==> config.mk <==
export PLATFORM = sky130hd
export DESIGN_NAME = eight_bit_gpio_port
export DESIGN_NICKNAME = d
export VERILOG_FILES = /design/src/design/gpio_port_pkg.sv /design/src/design/pin_level_sync.sv /design/src/design/eight_bit_gpio_port.sv
export SDC_FILE = /design/constraint.sdc
export NUM_CORES = 1
export LEC_CHECK = 0
export ABC_CLOCK_PERIOD_IN_PS = 4400
export BUFFER_PORTS_ARGS = -buffer_cell sky130_fd_sc_hd__buf_2
export CORE_ASPECT_RATIO = 0.7
export CORE_UTILIZATION = 50
export DETAILED_ROUTE_END_ITERATION = 16
export PLACE_DENSITY = 0.88
export SYNTH_ARGS = -nofsm -noshare
export SYNTH_HDL_FRONTEND = slang
export SYNTH_SLANG_ARGS = --single-unit
==> constraint.sdc <==
create_clock -name hclk -period 4.4 [get_ports hclk]
set_input_delay 0.44 -clock hclk [delete_from_list [all_inputs] [get_ports hclk]]
set_output_delay 0.44 -clock hclk [all_outputs]
set_load 0.02 [all_outputs]
==> src/design/gpio_port_pkg.sv <==
// package for the eight-bit general-purpose port
// assumes an ahb-lite register slave on hclk, word-aligned registers
package gpio_port_pkg;

	localparam int unsigned pin_count = 8;

	// ==========================================================
	// register byte addresses
	localparam logic [7:0] pin_direction_addr = 8'h00;
	localparam logic [7:0] pin_level_port_addr = 8'h04;
	localparam logic [7:0] output_latch_addr = 8'h08;
	localparam logic [7:0] analog_select_addr = 8'h0c;
	localparam logic [7:0] slew_rate_control_addr = 8'h10;
	localparam logic [7:0] oscillator_claim_addr = 8'h14;

	// ==========================================================
	// values after reset
	localparam logic [7:0] pin_direction_reset = 8'hff;
	localparam logic [7:0] output_latch_reset = 8'h00;
	localparam logic [7:0] analog_select_reset = 8'h2f;
	localparam logic [7:0] slew_rate_control_reset = 8'hff;
	localparam logic oscillator_claim_reset = 1'b0;

	// ==========================================================
	// field positions
	localparam int unsigned osc_pin_low = 6;
	localparam int unsigned osc_pin_high = 7;
	localparam logic [7:0] osc_pin_mask = 8'hc0;

	// ahb-lite codes
	localparam logic [1:0] htrans_nonseq = 2'b10;
	localparam logic [2:0] hsize_word = 3'b010;

endpackage : gpio_port_pkg

==> src/design/pin_level_sync.sv <==
// two-stage synchroniser for the pad input levels
// assumes pads may change at any time relative to hclk
module pin_level_sync
(
	// clock and reset
	input wire logic hclk,
	input wire logic hresetn,
	// levels
	input wire logic [7:0] pad_level,
	output logic [7:0] synced_level
);

	logic [7:0] first_stage;

	// only the second stage reads the first
	always_ff @(posedge hclk or negedge hresetn)
	begin
		if (!hresetn)
		begin
			first_stage <= 8'h00;
			synced_level <= 8'h00;
		end
		else
		begin
			first_stage <= pad_level;
			synced_level <= first_stage;
		end
	end

endmodule : pin_level_sync

==> src/design/eight_bit_gpio_port.sv <==
// eight-bit general-purpose port with direction, level, latch and analog registers
// assumes a single ahb-lite master, whole-word single transfers, pads synchronous-safe
// How it works
// eight two-way pins, each with direction, latch, level and analog bit
// direction bit one turns the pin driver off, pin is input
// direction bit zero drives the pin from its latch bit
// level register reads pins; writes land in the output latch
// latch register reads back latched values, not pin levels
// six registers: direction, level, latch, analog select, slew rate, oscillator claim
// pins six and seven go to oscillator or port per configuration
// oscillator-owned pins read zero in level, direction and latch
// analog bits for pins five and zero to three set after reset
// analog pins read zero in the level register
// pin four comes up a digital input after reset
// direction bits still steer drivers on analog pins; software keeps them set
// enabled peripheral owns its pin over port use
// both write paths update one latch bit per pin
// pin levels pass a synchronising stage before reads
module eight_bit_gpio_port
(
	// ahb-lite slave
	input wire logic hclk,
	input wire logic hresetn,
	input wire logic hsel,
	input wire logic [31:0] haddr,
	input wire logic [1:0] htrans,
	input wire logic hwrite,
	input wire logic [2:0] hsize,
	input wire logic [31:0] hwdata,
	input wire logic hready,
	output logic hreadyout,
	output logic hresp,
	output logic [31:0] hrdata,
	// pads
	input wire logic [7:0] pad_in,
	output logic [7:0] pad_out,
	output logic [7:0] pad_oe,
	output logic [7:0] pad_slew_limited,
	// configuration and peripheral sharing
	input wire logic osc_config_claims,
	input wire logic [7:0] periph_enable,
	input wire logic [7:0] periph_out,
	input wire logic [7:0] periph_oe
);

	// ==========================================================
	// registers
	logic [7:0] pin_direction;
	logic [7:0] output_latch;
	logic [7:0] analog_select;
	logic [7:0] slew_rate_control;
	logic oscillator_claim;
	logic [7:0] synced_level;

	// ==========================================================
	// bus address phase capture
	logic wr_pending;
	logic [7:0] wr_addr;
	logic take_access;
	logic [7:0] next_rdata;
	logic [7:0] osc_keep;

	assign take_access = hsel && hready && htrans == gpio_port_pkg::htrans_nonseq;

	// combinational mask clearing the oscillator pins when claimed
	assign osc_keep = oscillator_claim ? ~gpio_port_pkg::osc_pin_mask : 8'hff;

	pin_level_sync u_sync
	(
		.hclk(hclk),
		.hresetn(hresetn),
		.pad_level(pad_in),
		.synced_level(synced_level)
	);

	always_ff @(posedge hclk or negedge hresetn)
	begin
		if (!hresetn)
		begin
			wr_pending <= 1'b0;
			wr_addr <= 8'h00;
		end
		else
		begin
			wr_pending <= take_access && hwrite;
			wr_addr <= haddr[7:0];
		end
	end

	// strap sampled on every clock after release, never under reset
	always_ff @(posedge hclk or negedge hresetn)
	begin
		if (!hresetn)
			oscillator_claim <= gpio_port_pkg::oscillator_claim_reset;
		else
			oscillator_claim <= osc_config_claims;
	end

	// ==========================================================
	// register writes
	always_ff @(posedge hclk or negedge hresetn)
	begin
		if (!hresetn)
			pin_direction <= gpio_port_pkg::pin_direction_reset;
		else if (wr_pending && wr_addr == gpio_port_pkg::pin_direction_addr)
			pin_direction <= hwdata[7:0];
	end

	// level and latch writes share one latch:
	always_ff @(posedge hclk or negedge hresetn)
	begin
		if (!hresetn)
			output_latch <= gpio_port_pkg::output_latch_reset;
		else if (wr_pending && (wr_addr == gpio_port_pkg::pin_level_port_addr
			|| wr_addr == gpio_port_pkg::output_latch_addr))
			output_latch <= hwdata[7:0];
	end

	always_ff @(posedge hclk or negedge hresetn)
	begin
		if (!hresetn)
			analog_select <= gpio_port_pkg::analog_select_reset;
		else if (wr_pending && wr_addr == gpio_port_pkg::analog_select_addr)
			analog_select <= hwdata[7:0];
	end

	always_ff @(posedge hclk or negedge hresetn)
	begin
		if (!hresetn)
			slew_rate_control <= gpio_port_pkg::slew_rate_control_reset;
		else if (wr_pending && wr_addr == gpio_port_pkg::slew_rate_control_addr)
			slew_rate_control <= hwdata[7:0];
	end

	// ==========================================================
	// read mux, registered in the address phase
	always_comb
	begin
		next_rdata = 8'h00;
		unique case (haddr[7:0])
			gpio_port_pkg::pin_direction_addr:
				next_rdata = pin_direction & osc_keep;
			gpio_port_pkg::pin_level_port_addr:
				next_rdata = synced_level & ~analog_select & osc_keep;
			gpio_port_pkg::output_latch_addr:
				next_rdata = output_latch & osc_keep;
			gpio_port_pkg::analog_select_addr:
				next_rdata = analog_select;
			gpio_port_pkg::slew_rate_control_addr:
				next_rdata = slew_rate_control;
			gpio_port_pkg::oscillator_claim_addr:
				next_rdata = {7'h00, oscillator_claim};
			default:
				next_rdata = 8'h00;
		endcase
	end

	always_ff @(posedge hclk or negedge hresetn)
	begin
		if (!hresetn)
			hrdata <= 32'h0000_0000;
		else if (take_access && !hwrite)
			hrdata <= {24'h00_0000, next_rdata};
	end

	// zero wait states, always okay
	always_ff @(posedge hclk or negedge hresetn)
	begin
		if (!hresetn)
		begin
			hreadyout <= 1'b1;
			hresp <= 1'b0;
		end
		else
		begin
			hreadyout <= 1'b1;
			hresp <= 1'b0;
		end
	end

	// ==========================================================
	// pad drivers; oscillator claim beats peripheral, peripheral beats port
	logic [7:0] next_pad_out;
	logic [7:0] next_pad_oe;

	// one pad bit: oscillator pins never driven, an enabled peripheral owns its pin
	function automatic logic pick_drive(input logic keep, input logic periph_on,
		input logic periph_val, input logic port_val);
		if (!keep)
			return 1'b0;
		else if (periph_on)
			return periph_val;
		else
			return port_val;
	endfunction : pick_drive

	// one process owns each pad vector, so bits never have split drivers
	genvar i;
	generate
		for (i = 0; i < gpio_port_pkg::pin_count; i++)
		begin : g_pin
			// analog pins still obey direction
			assign next_pad_out[i] = pick_drive(osc_keep[i], periph_enable[i], periph_out[i],
				output_latch[i]);
			assign next_pad_oe[i] = pick_drive(osc_keep[i], periph_enable[i], periph_oe[i],
				~pin_direction[i]);
		end
	endgenerate

	always_ff @(posedge hclk or negedge hresetn)
	begin
		if (!hresetn)
		begin
			pad_out <= 8'h00;
			pad_oe <= 8'h00;
			pad_slew_limited <= gpio_port_pkg::slew_rate_control_reset;
		end
		else
		begin
			pad_out <= next_pad_out;
			pad_oe <= next_pad_oe;
			pad_slew_limited <= slew_rate_control;
		end
	end

	// ==========================================================
	// checks
	property p_direction_drives;
		@(posedge hclk) disable iff (!hresetn)
		(!periph_enable[0] && !pin_direction[0])
		|=> (pad_oe[0] && pad_out[0] == $past(output_latch[0]));
	endproperty
	a_direction_drives: assert property (p_direction_drives)
		else $error("pin 0 not driven from latch");

	property p_direction_input;
		@(posedge hclk) disable iff (!hresetn)
		(!periph_enable[1] && pin_direction[1]) |=> !pad_oe[1];
	endproperty
	a_direction_input: assert property (p_direction_input)
		else $error("input pin still driven");

	property p_level_write_latch;
		@(posedge hclk) disable iff (!hresetn)
		(wr_pending && wr_addr == gpio_port_pkg::pin_level_port_addr)
		|=> output_latch == $past(hwdata[7:0]);
	endproperty
	a_level_write_latch: assert property (p_level_write_latch)
		else $error("level write missed latch");

	property p_latch_readback;
		@(posedge hclk) disable iff (!hresetn)
		(take_access && !hwrite && haddr[7:0] == gpio_port_pkg::output_latch_addr)
		|=> hrdata[7:0] == ($past(output_latch) & $past(osc_keep));
	endproperty
	a_latch_readback: assert property (p_latch_readback) else $error("latch read wrong");

	property p_analog_reads_zero;
		@(posedge hclk) disable iff (!hresetn)
		(take_access && !hwrite && haddr[7:0] == gpio_port_pkg::pin_level_port_addr)
		|=> (hrdata[7:0] & $past(analog_select)) == 8'h00;
	endproperty
	a_analog_reads_zero: assert property (p_analog_reads_zero)
		else $error("analog pin read nonzero");

	property p_osc_pins_idle;
		@(posedge hclk) disable iff (!hresetn)
		oscillator_claim |=> pad_oe[7:6] == 2'b00;
	endproperty
	a_osc_pins_idle: assert property (p_osc_pins_idle)
		else $error("oscillator pin driven");

	property p_osc_dir_zero;
		@(posedge hclk) disable iff (!hresetn)
		(oscillator_claim && take_access && !hwrite && haddr[7:0] == gpio_port_pkg::pin_direction_addr)
		|=> hrdata[7:6] == 2'b00;
	endproperty
	a_osc_dir_zero: assert property (p_osc_dir_zero)
		else $error("oscillator direction read nonzero");

	property p_periph_wins;
		@(posedge hclk) disable iff (!hresetn)
		(periph_enable[2] && !oscillator_claim) |=> pad_oe[2] == $past(periph_oe[2]);
	endproperty
	a_periph_wins: assert property (p_periph_wins) else $error("peripheral lost pin");

	property p_sync_two_cycles;
		@(posedge hclk) disable iff (!hresetn)
		$changed(pad_in) ##1 $stable(pad_in) |=> synced_level == $past(pad_in, 2);
	endproperty
	a_sync_two_cycles: assert property (p_sync_two_cycles)
		else $error("sync delay wrong");

	property p_upper_read_zero;
		@(posedge hclk) disable iff (!hresetn)
		(take_access && !hwrite) |=> hrdata[31:8] == 24'h00_0000;
	endproperty
	a_upper_read_zero: assert property (p_upper_read_zero)
		else $error("read data above the low byte nonzero");

	property p_direction_write;
		@(posedge hclk) disable iff (!hresetn)
		(wr_pending && wr_addr == gpio_port_pkg::pin_direction_addr)
		|=> pin_direction == $past(hwdata[7:0]);
	endproperty
	a_direction_write: assert property (p_direction_write)
		else $error("direction write lost");

	property p_latch_write;
		@(posedge hclk) disable iff (!hresetn)
		(wr_pending && wr_addr == gpio_port_pkg::output_latch_addr)
		|=> output_latch == $past(hwdata[7:0]);
	endproperty
	a_latch_write: assert property (p_latch_write)
		else $error("latch write lost");

	property p_slew_follows;
		@(posedge hclk) disable iff (!hresetn)
		1'b1 |=> pad_slew_limited == $past(slew_rate_control);
	endproperty
	a_slew_follows: assert property (p_slew_follows)
		else $error("slew pads not following register");

	property p_osc_out_quiet;
		@(posedge hclk) disable iff (!hresetn)
		oscillator_claim
		|=> pad_out[gpio_port_pkg::osc_pin_high:gpio_port_pkg::osc_pin_low] == 2'b00;
	endproperty
	a_osc_out_quiet: assert property (p_osc_out_quiet)
		else $error("oscillator pin output value nonzero");

	property p_osc_level_zero;
		@(posedge hclk) disable iff (!hresetn)
		(oscillator_claim && take_access && !hwrite
			&& haddr[7:0] == gpio_port_pkg::pin_level_port_addr)
		|=> hrdata[7:6] == 2'b00;
	endproperty
	a_osc_level_zero: assert property (p_osc_level_zero)
		else $error("oscillator level read nonzero");

	property p_analog_dir_steers;
		@(posedge hclk) disable iff (!hresetn)
		(analog_select[1] && !periph_enable[1] && !pin_direction[1]) |=> pad_oe[1];
	endproperty
	a_analog_dir_steers: assert property (p_analog_dir_steers)
		else $error("analog pin ignored its direction bit");

	property p_level_reads_pins;
		@(posedge hclk) disable iff (!hresetn)
		(!oscillator_claim && take_access && !hwrite
			&& haddr[7:0] == gpio_port_pkg::pin_level_port_addr)
		|=> hrdata[7:0] == ($past(synced_level) & ~$past(analog_select));
	endproperty
	a_level_reads_pins: assert property (p_level_reads_pins)
		else $error("level read not the synced pins");

endmodule : eight_bit_gpio_port

==> results.yml, run 1 <==
power_and_ir_drop:
  pwr-share-seq: 0.559
  pwr_density_cell_nw_per_um2: 385
  p_comb_frac: 0.119
  swShare: 0.257
  p_int_mw: 1.21
  ir_worst_vdd_mv: 0.200
  leakage_nw: 1.97
  p_switching_mw: 0.418
  clkPwrFrac: 0.322
critical_path:
  ff2ff_setup_slack_ns: 2.23
  cp_max_fo: 8
  cpPeakStageDelay_ns: 0.68
  r2r-start: "wr_addr[1]$_DFF_PN0_"
  worstSetupPathType: "reg -> reg"
  crit_path_start_kind: "flop"
  crit_path_end_kind: "flop"
  reg2regPathDepth: 3
  arrival_ns: 2.41
  cpLargestDelayFamily: "simple AND/OR/NAND/NOR gates"
  required_ns: 4.64
  worstPathCellList: "or4_4 -> nor4_4 -> mux2_2"
  crit_buf_inv: 0
  cpMaxStageDelayCell: "nor4_4"
  r2r_end: "output_latch[2]$_DFFE_PN0P_"
routing:
  drc_errors: 0
  drt_iter0_markers: 66
  antenna_left: 0
  wirelength_um: 6610
  avgRoutedWirePerCell_um: 14.8
  dr.pass1.iters: 4
  via_count: 2168
  viasPerCell: 4.85
final_layout:
  final_util: 0.617
  syn_to_final_growth_pct: 17.0
  antenna_cells: 0
  fin_cells: 447
  final_cell_mix: "86 x buf_2, 61 x dfrtp_1, 38 x mux2_2, 29 x dfstp_2, 26 x conb_1"
  final_net_count: 455
  final_common_cell: "buf_2"
  drive_above_1_share: 0.510
cts:
  cts-root-buf: "clkbuf_8"
  post-cts-setup-buffers: 0
  hold_buffers: 0
  cts_tree: "done"
  clkSinkCount: 90
  cts-buffers-inserted: 9
  post_cts_resized: 0
  h-tree-depth: 3
  clk_latency_ns: 0.36
  clk_pin_slew_worst_paths_ns: 0.08
  clockBufferDepth: 2
sta:
  timing.final.crit_share: 0.494
  setup_viol: 0
  drv_slew: 0
  slew_headroom: 0.267
  worstMarginPinSlew_ns: 1.10
  hold_viol: 0
  clock.fmax_mhz: 461
  rsz0062_at_grt: "false"
  period_minus_slack_ns: 2.17
  clock_skew_ns: 0.0113
  finalSetupTns_ns: 0
synthesis:
  netlist.area_leader.share: 0.423
  ys_seq_area_frac: 0.634
  yosysUniqueCellTypes: 34
  synth-seq-cells: 90
  synth.avg_cell_area_um2: 14.0
  netlist.top_cell.by_area: "dfrtp_1"
  syn_area_um2: 3610
  synth_area_leaders: "dfrtp_1 42%, dfstp_2 21%, mux2_2 12%, buf_4 5.6%, mux4_2 3.1%"
  syn_inst: 258
  ys_warn_count: 0
placement:
  dp_hpwl_um: 4630
  place_congestion: 0.741
  place_inst: 431
  numPortBuffers: 87
die:
  start_util: 0.527
  die_x_um: 104
  ioPinCount: 165
  core_area_um2: 6850
  rows: 25
  die_height_um: 73.1
  dieArea_um2: 7570
min_path:
  worstHoldPathCells: 1
  min_from: "pad_in[7]"
  hold_end: "u_sync.first_stage[7]$_DFF_PN0_"
  hp-class: "in -> reg"
global_routing:
  grt_max_degree: 91
  antenna_found_initial: 0
  track_usage: 0.186
  gr-total-overflow: 0
  first_global_vias: 2100
  grt_first_pass_wirelength_um: 10500
run_status:
  outcome: "completed"
job:
  cap_violations: 0
==> metal layers <==
layer | wire [um] | vias up | part of all wire | global-route usage
li1 | - | 1035 | - | -
met1 | 2910 | 1062 | 0.44 | 0.233
met2 | 3250 | 63 | 0.49 | 0.310
met3 | 380 | 8 | 0.057 | 0.0607
met4 | 67 | 0 | 0.010 | 0.0660
met5 | 0 | - | 0 | 0
==> power by group through the flow <==
stage          logic, mW  clock network [mW]  registers, mW
3_5_place_dp       0.194                   0          0.925
5_1_grt            0.210               0.572          0.916
3_3_place_gp       0.190                   0          0.922
2_1_floorplan     0.0897                   0          0.957
6_report           0.193               0.523          0.909
4_1_cts            0.195               0.536          0.910
==> cells in the mapped netlist, drive strengths merged <==
master / instances
nand4: 1
xnor2: 1
or3b: 2
clkbuf: 3
dfstp: 29
nor2: 19
nor2b: 5
nand2: 11
mux4: 5
nor3: 2
nand3b: 3
nand4bb: 1
nand2b: 5
a22oi: 5
inv: 1
a211oi: 3
nor4: 2
o21ai: 10
and3: 1
mux2: 38
a21boi: 2
buf: 29
mux2i: 3
a21oi: 7
or4: 2
conb: 2
dfrtp: 61
nand4b: 1
a31oi: 3
nand3: 1
==> worst max-delay path by stage <==
stage	start	end	slack [ns]	cells past startpoint
2_1_floorplan	wr_addr[1]$_DFF_PN0_	analog_select[4]$_DFFE_PN0P_	2.58	5
3_3_place_gp	haddr[5]	hrdata[7]$_DFFE_PN0P_	2.13	5
3_5_place_dp	haddr[5]	hrdata[7]$_DFFE_PN0P_	2.14	5
4_1_cts	wr_addr[1]$_DFF_PN0_	output_latch[2]$_DFFE_PN0P_	2.22	3
5_1_grt	wr_addr[0]$_DFF_PN0_	analog_select[4]$_DFFE_PN0P_	2.15	4
6_report	wr_addr[1]$_DFF_PN0_	output_latch[2]$_DFFE_PN0P_	2.23	3
==> cell families (layout without fill, tap and decap cells) <==
kind of cell	count (synthesis)	after routing	synth area share
AND/OR/NAND/NOR	56	56	0.0912
buffers and inverters	33	104	0.0627
AO/OA/AOI/OAI	30	30	0.0496
flip-flops	90	90	0.634
other	2	26	0.00208
multiplexers	46	46	0.158
XOR/XNOR	1	1	0.00243
==> flip-flops by register name, indices dropped and copies added, names as in the netlist <==
register	flops
pad_slew_limited	8
hrdata	8
oscillator_claim	1
analog_select	8
slew_rate_control	8
pad_out	8
output_latch	8
wr_pending	1
pin_direction	8
wr_addr	8
pad_oe	8
u_sync.synced_level	8
u_sync.first_stage	8
==> cell type report <==
| class | count | area [um^2] |
|---|---|---|
| flip-flops and latches | 90 | 2290 |
| fillers | 543 | 2630 |
| inverters | 1 | 3.75 |
| multi-input cells | 159 | 1180 |
| well taps | 94 | 118 |
| clock inverters | 3 | 22.5 |
| clock buffers | 13 | 169 |
| repair buffers | 87 | 438 |
==> through the flow <==
| step | hold slack (ns) | power, mW | setup WS [ns] | area, um^2 |
|---|---|---|---|---|
| finish | 0.182 | 1.63 | 2.23 | 4220 |
| global route | 0.168 | 1.70 | 2.15 | 4220 |
| global placement | 0.333 | 1.11 | 2.13 | 4030 |
| CTS | 0.171 | 1.64 | 2.22 | 4220 |
| floorplan | 0.144 | 1.05 | 2.58 | 3700 |
| detailed placement | 0.335 | 1.12 | 2.14 | 4030 |
(Power assumes the default switching activity.)
==> run 2, diff against run 1 <==
Settings changed: ABC_AREA set to 1, ABC_CLOCK_PERIOD_IN_PS 4400 to 1800, CORE_UTILIZATION 50 to 43, PLACE_DENSITY 0.88 to 0.79.
Clock period 4.4 ns to 1.8 ns, I/O delays scaled along.
==> run 2 against run 1 <==
Against the previous run: total power increased to 2.8 times the previous value; hold slack got worse by 0.17 ns; largest cell class unchanged; count of clock-buffer cells in the layout unchanged; highest routed layer unchanged.
==> results.yml, run 2 <==
critical_path:
  cp_max_fo: 6
  cpPeakStageDelay_ns: 0.54
  crit_path_start_kind: "primary input"
  worstPathCellList: "dlygate4sd3_1 -> buf_2 -> inv_1 -> nand2_1 -> nor2_2 -> nand2_1 -> o21ai_0 -> nor2_1 -> a21oi_1"
  reg2regPathDepth: 6
  path_common_cell: "nand2_1"
  required_ns: 2.06
  arrival_ns: 1.90
  cpMaxStageDelayCell: "dlygate4sd3_1"
  crit_path_end_kind: "flop"
  worstSetupPathType: "in -> reg"
synthesis:
  yosysUniqueCellTypes: 28
  syn_inst: 389
  netlist.top_cell.by_area: "dfrtp_1"
  yosysMostFrequentCell: "nand2_1"
  ys_async_sr_fraction: 1.00
  ys.flop_type: "dfrtp_1"
  synth_edf_count: 0
  synth-seq-cells: 90
  ys_warn_count: 0
  synth_area_leaders: "dfrtp_1 40%, dfstp_2 20%, nand2_1 7.7%, buf_4 5.2%, inv_1 3.9%"
  ys_seq_area_frac: 0.592
  yosys-top-cells-count: "79 x nand2_1, 61 x dfrtp_1, 40 x inv_1, 29 x dfstp_2, 28 x nor2_1"
  syn_area_um2: 3860
  synth.avg_cell_area_um2: 9.93
  netlist.area_leader.share: 0.395
global_routing:
  grt_first_pass_wirelength_um: 13500
  antenna_found_initial: 0
  first_global_vias: 2739
  track_usage: 0.195
  grt_max_degree: 91
  gr-total-overflow: 0
cts:
  cts-root-buf: "clkbuf_16"
  clk_pin_slew_worst_paths_ns: 0.06
  clkSinkCount: 90
  clk_latency_ns: 0.35
  clockBufferDepth: 2
  h-tree-depth: 3
  cts-buffers-inserted: 9
  cts_tree: "done"
die:
  ioPinCount: 165
  dieArea_um2: 9370
  die_x_um: 115
  core_area_um2: 8580
  die_height_um: 81.3
  start_util: 0.450
  rows: 28
power_and_ir_drop:
  swShare: 0.242
  clkPwrFrac: 0.406
  p_switching_mw: 1.09
  ir_worst_vdd_mv: 0.581
  leakage_nw: 2.52
  p_comb_frac: 0.113
  p_int_mw: 3.43
  pwr-share-seq: 0.481
  pwr_density_cell_nw_per_um2: 944
final_layout:
  fillers: 733
  syn_to_final_growth_pct: 24.0
  final_util: 0.558
  final_common_cell: "buf_2"
  final_net_count: 607
  drive_above_1_share: 0.354
  final_cell_mix: "86 x buf_2, 79 x nand2_1, 61 x dfrtp_1, 40 x inv_1, 29 x dfstp_2"
  fin_cells: 625
  final_area_um2: 4790
  antenna_cells: 0
sta:
  rsz0062_at_grt: "false"
  drv_slew: 0
  slew_headroom: 0.649
  finalSetupTns_ns: 0
  hold_viol: 0
  timing.final.crit_share: 0.908
  period_minus_slack_ns: 1.63
  holdWs_ns: 0.0102
  clock_skew_ns: 0.0117
  worstMarginPinSlew_ns: 0.527
  clock.fmax_mhz: 612
  setup_viol: 0
placement:
  dp_hpwl_um: 5800
  place_congestion: 0.831
  numPortBuffers: 87
  place_inst: 592
  placed_cell_area_um2: 4330
routing:
  avgRoutedWirePerCell_um: 13.3
  drc_errors: 0
  wirelength_um: 8290
  viasPerCell: 4.61
  drt_iter0_markers: 219
  via_count: 2883
  antenna_left: 0
  dr.pass1.iters: 4
job:
  cap_violations: 0
min_path:
  hp-class: "in -> reg"
  worstHoldPathCells: 1
run_status:
  outcome: "completed"
run 2: area by class of cell:
type,instances,area [um^2],area share
inverter,41,154,0.0321
clock buffer,13,250,0.0522
tap,120,150,0.0313
sequential,90,2290,0.478
multi-input combinational,250,1260,0.263
clock inverter,3,40.0,0.00836
timing repair buffer,108,651,0.136
run 2: metal layers:
| metal | share of wire | vias up | GRT usage | wire (um) |
|---|---|---|---|---|
| met2 | 0.47 | 92 | 0.311 | 3890 |
| met1 | 0.46 | 1368 | 0.256 | 3780 |
| met5 | 0 | - | 0 | 0 |
| met3 | 0.063 | 11 | 0.0582 | 522 |
| met4 | 0.011 | 0 | 0.0675 | 90 |
| li1 | - | 1412 | - | - |
run 2: metrics by stage:
stage | total power, mW | worst slack [ns]
final | 4.52 | 0.165
after global routing | 4.70 | 0.0165
after CTS | 4.57 | 0.191
after detailed placement | 2.69 | 0.312
after global placement | 2.68 | 0.355
after floorplan | 2.51 | 0.494
run 2: logic make-up after synthesis:
| group | after synthesis | synth area share |
|---|---|---|
| AND/OR/NAND/NOR | 157 | 0.189 |
| other | 2 | 0.00194 |
| flip-flops | 90 | 0.592 |
| multiplexers | 3 | 0.00874 |
| buffers and inverters | 73 | 0.105 |
| AO/OA/AOI/OAI | 64 | 0.103 |
run 2: power by group through the flow:
stage          Combinational (mW)  Sequential [mW]  Clock (mW)
2_1_floorplan               0.236             2.28           0
3_3_place_gp                0.474             2.20           0
3_5_place_dp                0.487             2.21           0
4_1_cts                     0.516             2.17        1.88
5_1_grt                     0.567             2.18        1.95
6_report                    0.512             2.17        1.84
run 2: final timing paths:
| path | from | endpoint | slack, ns |
|---|---|---|---|
| hold reg to reg | u_sync.first_stage[4]$_DFF_PN0_ | u_sync.synced_level[4]$_DFF_PN0_ | 0.35 |
| setup / recovery | haddr[1] | hrdata[2]$_DFFE_PN0P_ | 0.17 |
| setup reg to reg | wr_addr[3]$_DFF_PN0_ | pin_direction[5]$_DFFE_PN1P_ | 0.26 |
| min in group asynchronous | hresetn | pad_oe[3]$_DFF_PN0_ | 0.40 |
| max in group asynchronous | hresetn | slew_rate_control[3]$_DFFE_PN1P_ | 1.00 |
| hold / removal | haddr[2] | wr_addr[2]$_DFF_PN0_ | 0.01 |
run 2: timing repair:
item / CTS / global route
gates resized for setup: 0 / 0
hold endpoints to repair: 77 / 0
endpoints found under the setup margin: 0 / 0
setup buffers: 0 / 0
hold buffers: 17 / 0
run 2: critical path, delay by kind of cell:
kind                   cells  cell delay, ns
buffers and inverters      3            0.73
and+or+nand+nor            4            0.64
AOI/OAI and AO/OA          2            0.34
